===== src/verilog/fap_pkg.sv =====
/*
  Package for the flash access and protection block: register offsets,
  field positions, reset values, key bytes and timing constants.
  Assumes an 8-bit I/O register path from the processor core.
*/
package fap_pkg;
  // I/O register offsets
  localparam logic [7:0] FAP_KEY_ADDR = 8'hf5;
  localparam logic [7:0] FAP_CTRL_ADDR = 8'hf8;
  localparam logic [7:0] FAP_DIV_ADDR = 8'hf9;
  localparam logic [7:0] FAP_GUARD_ADDR = 8'hfa;
  // Access control fields
  localparam int FAP_WAIT_MSB = 7;
  localparam int FAP_WAIT_LSB = 5;
  localparam int FAP_EN_BIT = 3;
  // Reset values
  localparam logic [2:0] FAP_WAIT_RST = 3'h4;
  localparam logic FAP_EN_RST = 1'b1;
  localparam logic [7:0] FAP_DIV_RST = 8'h01;
  localparam logic [7:0] FAP_GUARD_RST = 8'hff;
  localparam logic [7:0] FAP_GUARD_ALL = 8'hff;
  // Unlock key bytes
  localparam logic [7:0] FAP_KEY_FIRST = 8'hb6;
  localparam logic [7:0] FAP_KEY_SECOND = 8'h49;
  // Flash geometry: 16 KB blocks over a 17-bit offset
  localparam int FAP_OFS_W = 17;
  localparam int FAP_BLK_LSB = 14;
  // Timing
  localparam int FAP_CLK_MHZ = 100;
  localparam real FAP_ACCESS_NS = 60.0;
  localparam int FAP_ACCESS_CYC = 6;

  // Unlock sequencer states
  typedef enum logic [1:0] {
    FAP_LOCKED = 2'b00,
    FAP_HALF = 2'b01,
    FAP_OPEN = 2'b10
  } fap_lock_e;

  // One processor bus cycle
  typedef struct packed {
    logic io_wr;
    logic io_rd;
    logic mem_acc;
    logic [7:0] addr;
    logic [7:0] wdata;
  } fap_bus_s;

  // One flash write or erase request
  typedef struct packed {
    logic wr;
    logic page_erase;
    logic mass_erase;
    logic [FAP_OFS_W-1:0] ofs;
  } fap_op_s;
endpackage : fap_pkg


===== src/verilog/fap_clk_div.sv =====
/*
  Programming clock divider: one tick every div_in system clocks.
  Assumes div_in is never zero; zero is treated as one.
*/
module fap_clk_div
  import fap_pkg::*;
(
  // Clock and reset
  input wire logic sys_clk_in,
  input wire logic sys_rst_in,
  // Divider value
  input wire logic [7:0] div_in,
  // Tick output
  output logic tick_out
);
  logic [7:0] cnt_r;
  logic [7:0] cnt_nxt;
  logic tick_r;
  logic tick_nxt;

  // Count up to the divider value, then tick and restart
  always_comb begin
    tick_nxt = 1'b0;
    cnt_nxt = cnt_r + 8'h01;
    if (cnt_r + 8'h01 >= div_in) begin
      cnt_nxt = 8'h00;
      tick_nxt = 1'b1;
    end
  end

  always_ff @(posedge sys_clk_in or posedge sys_rst_in) begin
    if (sys_rst_in) begin
      cnt_r <= 8'h00;
      tick_r <= 1'b0;
    end else begin
      cnt_r <= cnt_nxt;
      tick_r <= tick_nxt;
    end
  end

  assign tick_out = tick_r;

  // Tick spacing equals the divider value, watched at divider three
  a_tick_spacing: assert property (@(posedge sys_clk_in) disable iff (sys_rst_in)
    tick_r && div_in == 8'h03 && $stable(div_in)
    |=> !tick_r [*2] ##1 (tick_r || div_in != 8'h03))
    else $error("tick spacing differs from divider");
endmodule : fap_clk_div


===== src/verilog/fap_top.sv =====
/*
  Flash access and protection: wait states, memory window enable,
  programming clock divider and block write guard behind a key.
  Assumes one processor bus cycle per clock on the bus input and
  that the core holds a flash read while wait_req_out is high.
*/
// How it works
// - I/O register path works with window disabled
// - Wait field bits 7:5 gives wait count
// - Four wait states after reset
// - Bit 3 enables window, resets to one
// - Programming tick is system clock divided
// - Divider is 8 bits, resets to one
// - Divider writes only while unlocked
// - Programming works from 154 kHz to 50 MHz
// - Guard bit one blocks write and erase
// - Bit n guards offsets n times 4000h
// - All guard bits set on reset
// - Mass erase refused if any guard set
// - Locked guard write forces FFh
// - Unlock needs B6h then 49h back to back
// - Divider or guard write relocks both
// - Guarded write refused, violation flag set
module fap_top
  import fap_pkg::*;
(
  // Clock and reset
  input wire logic sys_clk_in,
  input wire logic sys_rst_in,
  // Processor bus cycle
  input wire fap_bus_s bus_in,
  output logic [7:0] rdata_out,
  // Flash memory read start and core stall
  input wire logic flash_rd_in,
  output logic wait_req_out,
  output logic window_en_out,
  // Write and erase requests toward the array
  input wire fap_op_s op_in,
  output logic op_go_out,
  output logic op_refused_out,
  output logic write_violation_flag_out,
  input wire logic violation_clr_in,
  // Programming clock tick
  output logic prog_tick_out
);
  logic [2:0] wait_r;
  logic [2:0] wait_nxt;
  logic en_r;
  logic en_nxt;
  logic [7:0] div_r;
  logic [7:0] div_nxt;
  logic [7:0] block_write_guard_r;
  logic [7:0] guard_nxt;
  fap_lock_e lock_r;
  fap_lock_e lock_nxt;
  logic [2:0] wcnt_r;
  logic [2:0] wcnt_nxt;
  logic busy_r;
  logic busy_nxt;
  logic viol_r;
  logic viol_nxt;
  logic go_r;
  logic go_nxt;
  logic ref_r;
  logic ref_nxt;
  logic [7:0] rdata_r;
  logic [7:0] rdata_nxt;
  logic unlocked;
  logic [7:0] blk_hit;
  logic [FAP_OFS_W-FAP_BLK_LSB-1:0] blk_idx;
  logic op_any;
  logic op_bad;
  logic hold_r;
  logic hold_nxt;
  logic rd_take;

  assign unlocked = (lock_r == FAP_OPEN);
  assign blk_idx = op_in.ofs[FAP_OFS_W-1:FAP_BLK_LSB];

  // One decode term per guard block
  genvar gi;
  generate
    for (gi = 0; gi < 8; gi++) begin : g_blk
      assign blk_hit[gi] = block_write_guard_r[gi] && (blk_idx == 3'(gi));
    end
  endgenerate

  assign op_any = op_in.wr | op_in.page_erase | op_in.mass_erase;
  assign op_bad = ((op_in.wr | op_in.page_erase) && (|blk_hit))
    || (op_in.mass_erase && (|block_write_guard_r));

  // Key sequencer: only consecutive I/O writes count
  always_comb begin
    lock_nxt = lock_r;
    if (bus_in.io_wr) begin
      if (bus_in.addr == FAP_DIV_ADDR || bus_in.addr == FAP_GUARD_ADDR) begin
        lock_nxt = FAP_LOCKED;
      end else if (bus_in.addr == FAP_KEY_ADDR) begin
        if (bus_in.wdata == FAP_KEY_FIRST) begin
          lock_nxt = FAP_HALF;
        end else if (lock_r == FAP_HALF && bus_in.wdata == FAP_KEY_SECOND) begin
          lock_nxt = FAP_OPEN;
        end else begin
          lock_nxt = FAP_LOCKED;
        end
      end else if (lock_r == FAP_HALF) begin
        lock_nxt = FAP_LOCKED;
      end
    end else if ((bus_in.io_rd || bus_in.mem_acc) && lock_r == FAP_HALF) begin
      lock_nxt = FAP_LOCKED;
    end
  end

  // Register writes and read mux, independent of the window enable
  always_comb begin
    wait_nxt = wait_r;
    en_nxt = en_r;
    div_nxt = div_r;
    guard_nxt = block_write_guard_r;
    rdata_nxt = rdata_r;
    if (bus_in.io_wr) begin
      unique case (bus_in.addr)
        FAP_CTRL_ADDR: begin
          wait_nxt = bus_in.wdata[FAP_WAIT_MSB:FAP_WAIT_LSB];
          en_nxt = bus_in.wdata[FAP_EN_BIT];
        end
        FAP_DIV_ADDR: begin
          if (unlocked && bus_in.wdata != 8'h00) begin
            div_nxt = bus_in.wdata;
          end
        end
        FAP_GUARD_ADDR: begin
          guard_nxt = unlocked ? bus_in.wdata : FAP_GUARD_ALL;
        end
        default: begin
        end
      endcase
    end
    if (bus_in.io_rd) begin
      unique case (bus_in.addr)
        FAP_CTRL_ADDR: rdata_nxt = {wait_r, 1'b0, en_r, 3'h0};
        FAP_DIV_ADDR: rdata_nxt = div_r;
        FAP_GUARD_ADDR: rdata_nxt = block_write_guard_r;
        default: rdata_nxt = 8'h00;
      endcase
    end
  end

  // Start of a flash read that has not been stalled yet
  assign rd_take = flash_rd_in && en_r && wait_r != 3'h0 && !busy_r && !hold_r;

  // Wait state counter; hold keeps a served read from stalling again
  always_comb begin
    wcnt_nxt = wcnt_r;
    busy_nxt = busy_r;
    hold_nxt = hold_r;
    if (!flash_rd_in) begin
      hold_nxt = 1'b0;
    end
    if (busy_r) begin
      if (wcnt_r == 3'h1) begin
        busy_nxt = 1'b0;
        hold_nxt = flash_rd_in;
      end
      wcnt_nxt = wcnt_r - 3'h1;
    end else if (rd_take) begin
      busy_nxt = 1'b1;
      wcnt_nxt = wait_r;
    end
  end

  // Guard check on write and erase requests; set wins over clear
  always_comb begin
    go_nxt = op_any && !op_bad;
    ref_nxt = op_any && op_bad;
    viol_nxt = viol_r;
    if (violation_clr_in) begin
      viol_nxt = 1'b0;
    end
    if (op_in.wr && op_bad) begin
      viol_nxt = 1'b1;
    end
  end

  always_ff @(posedge sys_clk_in or posedge sys_rst_in) begin
    if (sys_rst_in) begin
      wait_r <= FAP_WAIT_RST;
      en_r <= FAP_EN_RST;
      div_r <= FAP_DIV_RST;
      block_write_guard_r <= FAP_GUARD_RST;
      lock_r <= FAP_LOCKED;
      wcnt_r <= 3'h0;
      busy_r <= 1'b0;
      hold_r <= 1'b0;
      viol_r <= 1'b0;
      go_r <= 1'b0;
      ref_r <= 1'b0;
      rdata_r <= 8'h00;
    end else begin
      wait_r <= wait_nxt;
      en_r <= en_nxt;
      div_r <= div_nxt;
      block_write_guard_r <= guard_nxt;
      lock_r <= lock_nxt;
      wcnt_r <= wcnt_nxt;
      busy_r <= busy_nxt;
      hold_r <= hold_nxt;
      viol_r <= viol_nxt;
      go_r <= go_nxt;
      ref_r <= ref_nxt;
      rdata_r <= rdata_nxt;
    end
  end

  // Programming tick generator, valid for every documented clock band
  fap_clk_div u_div (
    .sys_clk_in(sys_clk_in),
    .sys_rst_in(sys_rst_in),
    .div_in(div_r),
    .tick_out(prog_tick_out)
  );

  assign rdata_out = rdata_r;
  assign wait_req_out = rd_take || busy_r;
  assign window_en_out = en_r;
  assign op_go_out = go_r;
  assign op_refused_out = ref_r;
  assign write_violation_flag_out = viol_r;

  a_div_locked: assert property (@(posedge sys_clk_in) disable iff (sys_rst_in)
    bus_in.io_wr && bus_in.addr == FAP_DIV_ADDR && !unlocked |=> $stable(div_r))
    else $error("divider changed while locked");
  a_guard_force: assert property (@(posedge sys_clk_in) disable iff (sys_rst_in)
    bus_in.io_wr && bus_in.addr == FAP_GUARD_ADDR && !unlocked
    |=> block_write_guard_r == FAP_GUARD_ALL)
    else $error("locked guard write did not force all ones");
  a_unlock_seq: assert property (@(posedge sys_clk_in) disable iff (sys_rst_in)
    !unlocked ##1 unlocked |-> $past(bus_in.io_wr) && $past(bus_in.wdata) == FAP_KEY_SECOND
    && $past(bus_in.addr) == FAP_KEY_ADDR && $past(lock_r) == FAP_HALF)
    else $error("unlock without key sequence");
  a_relock_both: assert property (@(posedge sys_clk_in) disable iff (sys_rst_in)
    bus_in.io_wr && (bus_in.addr == FAP_DIV_ADDR || bus_in.addr == FAP_GUARD_ADDR)
    |=> lock_r == FAP_LOCKED)
    else $error("register write did not relock");
  a_mass_refuse: assert property (@(posedge sys_clk_in) disable iff (sys_rst_in)
    op_in.mass_erase && (|block_write_guard_r) |=> ref_r && !go_r)
    else $error("mass erase not refused");
  a_wr_violation: assert property (@(posedge sys_clk_in) disable iff (sys_rst_in)
    op_in.wr && block_write_guard_r[blk_idx] |=> viol_r && !go_r)
    else $error("guarded write not refused");
  a_wait_four: assert property (@(posedge sys_clk_in) disable iff (sys_rst_in)
    flash_rd_in && !busy_r && !hold_r && en_r && wait_r == 3'h4 && !bus_in.io_wr
    |-> wait_req_out [*5] ##1 !wait_req_out)
    else $error("wait request length wrong for four waits");
  a_ctrl_write: assert property (@(posedge sys_clk_in) disable iff (sys_rst_in)
    bus_in.io_wr && bus_in.addr == FAP_CTRL_ADDR
    |=> wait_r == $past(bus_in.wdata[7:5]) && en_r == $past(bus_in.wdata[3]))
    else $error("access control write not stored");
endmodule : fap_top


===== config.mk =====
export PLATFORM = sky130hd
export DESIGN_NAME = fap_top
export DESIGN_NICKNAME = d
export VERILOG_FILES = /design/src/verilog/fap_pkg.sv /design/src/verilog/fap_clk_div.sv /design/src/verilog/fap_top.sv
export SDC_FILE = /design/constraint.sdc
export NUM_CORES = 1
export LEC_CHECK = 0
export BUFFER_PORTS_ARGS = -buffer_cell sky130_fd_sc_hd__buf_2
export CAP_MARGIN = 20
export CORE_UTILIZATION = 58
export CTS_CLUSTER_SIZE = 16
export DETAILED_ROUTE_END_ITERATION = 10
export GPL_ROUTABILITY_DRIVEN = 0
export HOLD_SLACK_MARGIN = 0.12
export MAX_ROUTING_LAYER = met4
export PLACE_DENSITY = 0.95
export SYNTH_ARGS = -nofsm -noshare
export SYNTH_HDL_FRONTEND = slang
export SYNTH_SLANG_ARGS = --single-unit

===== constraint.sdc =====
create_clock -name sys_clk_in -period 3.2 [get_ports sys_clk_in]
set_input_delay 0.16 -clock sys_clk_in [delete_from_list [all_inputs] [get_ports sys_clk_in]]
set_output_delay 0.16 -clock sys_clk_in [all_outputs]
set_load 0.02 [all_outputs]

==> out/summary.log <==
[setup_path] Worst Setup Path Type flip-flop to flip-flop
[setup_path] crit path DAT 2.44 ns
[layout] most used cells in the layout excluding fill and tap cells buf_2, dfrtp_1, nor2_1
[global_route] global-route met2 utilization 50.2%
[setup_path] critical path required time 3.43 ns
[global_route] Overflow after GRT 0
[layout] Nets 345
[power] total power after layout 1.36 mW
[global_route] initial antenna violation count 0
[floorplanning] area enclosed by the die boundary 4580 µm²
[clock_network] number of gates resized after CTS 0
[routing] Avg Vias per Cell 5.79
[timing] final total negative setup slack 0 ns
[setup_path] slowest cell on the critical path dfrtp_1
[timing] peak clock frequency supported by timing 453 MHz
[clock_network] maximum buffer depth of the clock tree 2
[yosys] Top FF cell, synth dfrtp_1
[clock_network] root buffer cell clkbuf_8
[job] number of max-cap violations 0
[setup_path] delay of the slowest cell on the worst path 0.42 ns
[yosys] sequential fraction of the synthesis area 47.6%
[clock_network] hold-fix buffers at CTS 5
[timing] final setup violation count 0
[clock_network] total clock buffers created by CTS 5
[worst_hold_path] type of the most critical hold path input pin to flip-flop
[yosys] top-area cell type share of the netlist area 36.0%
[setup_path] kind of start point of the critical path flip-flop
[floorplanning] Boundary Pins 57
[placed_design] count of buffers from port buffering 42
[routing] per-cell routed wire length 16.1 µm
[floorplanning] Core ar. 4060 µm²
[setup_path] worst-path cell chain nand3_1 > nor3_1 > xor2_1 > ha_1 > a41o_1 > a21oi_1 > o31ai_1 > buf_4 > nor2b_1
[timing] Slew Viols, Final 0
[yosys] number of cells produced by synthesis 242
[power] static leakage 1.40 nW
[floorplanning] die boundary width 67.7 µm
[floorplanning] height of the die 67.7 µm
[global_route] most used routing layer met2
[routing] first-pass iteration count of the detailed router 4
[yosys] ys async rst share 100%
[clock_network] worst-skew pair later-pin latency 0.31 ns
[timing] RSZ-0062 raised after global routing false
[clock_network] H-Tree Level Count 2
[yosys] count of state elements after synthesis 47
[placed_design] half-perimeter wire length after placement 4050 µm
[global_route] global-route track usage on met3 6.76%
[clock_network] clock tree from TritonCTS built
[yosys] number of distinct library cells after synthesis 47
[layout] Filler Cell Count 303
[global_route] overall routing resource usage 28.1%
[global_route] first-pass GRT wire length 8980 µm
[yosys] number of enable-type register cells in the synthesized netlist 0
[routing] number of DRC violations after detailed routing 0
[global_route] vias in the first global route 2012
[yosys] Synth area leader dfrtp_1
[power] peak supply drop 0.333 mV
[timing] Hold Fails Final Rpt 0
[timing] clock period minus final worst setup slack 2.21 ns
[yosys] mean area per synthesized cell 10.3 µm²
[yosys] Net Count, Synth 296
[timing] hold slack 0.146 ns
[clock_network] total number of clock tree sinks 47
[timing] relative slew slack 60.8%
[setup_path] endpoint kind of the worst setup timing path flip-flop
[timing] largest clock skew in the final design 0.0118 ns
[yosys] netlist area before placement 2500 µm²
[layout] share of cells above drive strength 1 28.4%
[global_route] maximum number of pins on one net before global-route repair 48
[floorplanning] Site Rows 23
[yosys] Synthesis Warnings 0
[routing] violation count after the first detailed-route iteration 147
[layout] Area growth syn-to-layout 16.6%
[clock_network] number of setup buffers added after CTS 0
[routing] DRT Wirelength 5500 µm
[power] P per Cell Area 465 nW/µm²
[global_route] met1 track demand over resource in global routing 29.2%
[layout] final core utilization 71.9%
[yosys] leading cell types by total area after synthesis dfrtp_1, dfstp_2, ha_1
[setup_path] maximum fanout encountered on the critical timing path 9
[layout] antenna cells 0
[timing] fraction of the cycle the final worst path needs 69.0%
[run_status] run status finished clean
[clock_network] clock edge transition at the registers on the reported setup and hold paths 0.09 ns
[routing] count of nets left with antenna violations after detail routing 0
[routing] detailed-route via count 1979
[layout] most common cell after layout, fill and taps aside buf_2
[floorplanning] effective utilization at floorplan 61.7%
[timing] slew at the pin closest to its max-slew limit 0.588 ns
registers in the layout (all words and copies together) (netlist names):
| register | cells |
|---|---|
| op_refused_out | 1 |
| block_write_guard_r | 8 |
| lock_r | 2 |
| window_en_out | 1 |
| u_div.cnt_r | 8 |
| write_violation_flag_out | 1 |
| div_r | 8 |
| hold_r | 1 |
| u_div.tick_out | 1 |
| op_go_out | 1 |
| rdata_out | 8 |
| busy_r | 1 |
| wcnt_r | 3 |
| wait_r | 3 |
cell type report:
| type | instances | area, µm² | area share (%) |
|---|---|---|---|
| multi-input combinational | 164 | 1180 | 40.5 |
| tap | 50 | 62.6 | 2.15 |
| sequential | 47 | 1190 | 40.8 |
| clock buffer | 6 | 82.6 | 2.83 |
| inverter | 24 | 90.1 | 3.09 |
| timing repair buffer | 49 | 275 | 9.44 |
| clock inverter | 2 | 35.0 | 1.20 |
kinds of logic after synthesis:
family	synth area share [%]
flip-flops	47.5
AND/OR/NAND/NOR	17.0
multiplexers	10.0
buffers and inverters	5.25
XOR/XNOR	2.80
AO/OA/AOI/OAI	11.9
adder cells (fa/ha/maj)	5.50
layer usage:
metal	wire, µm	part of all wire [%]	vias to the layer above
met2	2890	53	67
met4	119	2.2	0
met3	221	4.0	17
li1	-	-	939
met5	0	0	-
met1	2260	41	956
stage by stage:
stage                     instance area, µm²  setup slack, ns  cells
after global routing                    2920            0.856    342
final                                   2920            0.992    342
after floorplan                         2500             1.10    242
after detailed placement                2750             1.07    329
after global placement                  2750             1.14    329
after CTS                               2920             1.03    342
where the power goes:
part           internal, mW  switching [mW]  total (mW)
clock network         0.253           0.203       0.456
logic                0.0946           0.130       0.224
registers             0.645          0.0322       0.677
critical path: cells and delay by family (launching register included):
family	cells	cell delay (ns)
adders and majority gates	1	0.30
xor gates and xnor gates	1	0.23
AOI/OAI and AO/OA	3	0.46
buffers and inverters	1	0.18
DFF	1	0.42
and+or+nand+nor	3	0.55
synthesized netlist by cell type (2+ instances only):
| library cell | number |
|---|---|
| dfrtp_1 | 36 |
| nor2_1 | 29 |
| inv_1 | 24 |
| a21oi_1 | 14 |
| dfstp_2 | 11 |
| ha_1 | 11 |
| nand3_1 | 9 |
| o21ai_0 | 9 |
| mux2_4 | 8 |
| nand2_1 | 8 |
| nor2b_1 | 8 |
| mux2_2 | 6 |
| a22o_1 | 5 |
| nor3_1 | 5 |
| o22ai_1 | 5 |
| xor2_1 | 5 |
| mux2i_1 | 4 |
| buf_2 | 3 |
| nand2b_1 | 3 |
| or4_1 | 3 |
| xnor2_1 | 3 |
| a21o_1 | 2 |
| and2b_1 | 2 |
| clkbuf_1 | 2 |
| nand4_1 | 2 |
| nor4bb_1 | 2 |
| o21a_1 | 2 |
| o31ai_1 | 2 |
path summary, 6_finish.rpt:
path / from / end / slack (ns) / cells after the start
setup / recovery: u_div.cnt_r[2] / u_div.cnt_r[3] / 0.99 / 9
hold / removal: bus_in[1] / lock_r[1] / 0.15 / 2
setup reg to reg: u_div.cnt_r[2] / u_div.cnt_r[3] / 0.99 / 9
hold reg to reg: hold_r / hold_r / 0.50 / 1
max in group asynchronous: sys_rst_in / u_div.cnt_r[7] / 2.25 / 4
min in group asynchronous: sys_rst_in / rdata_out[2] / 0.54 / 4
No activity file was read; power rests on OpenSTA's default activity.
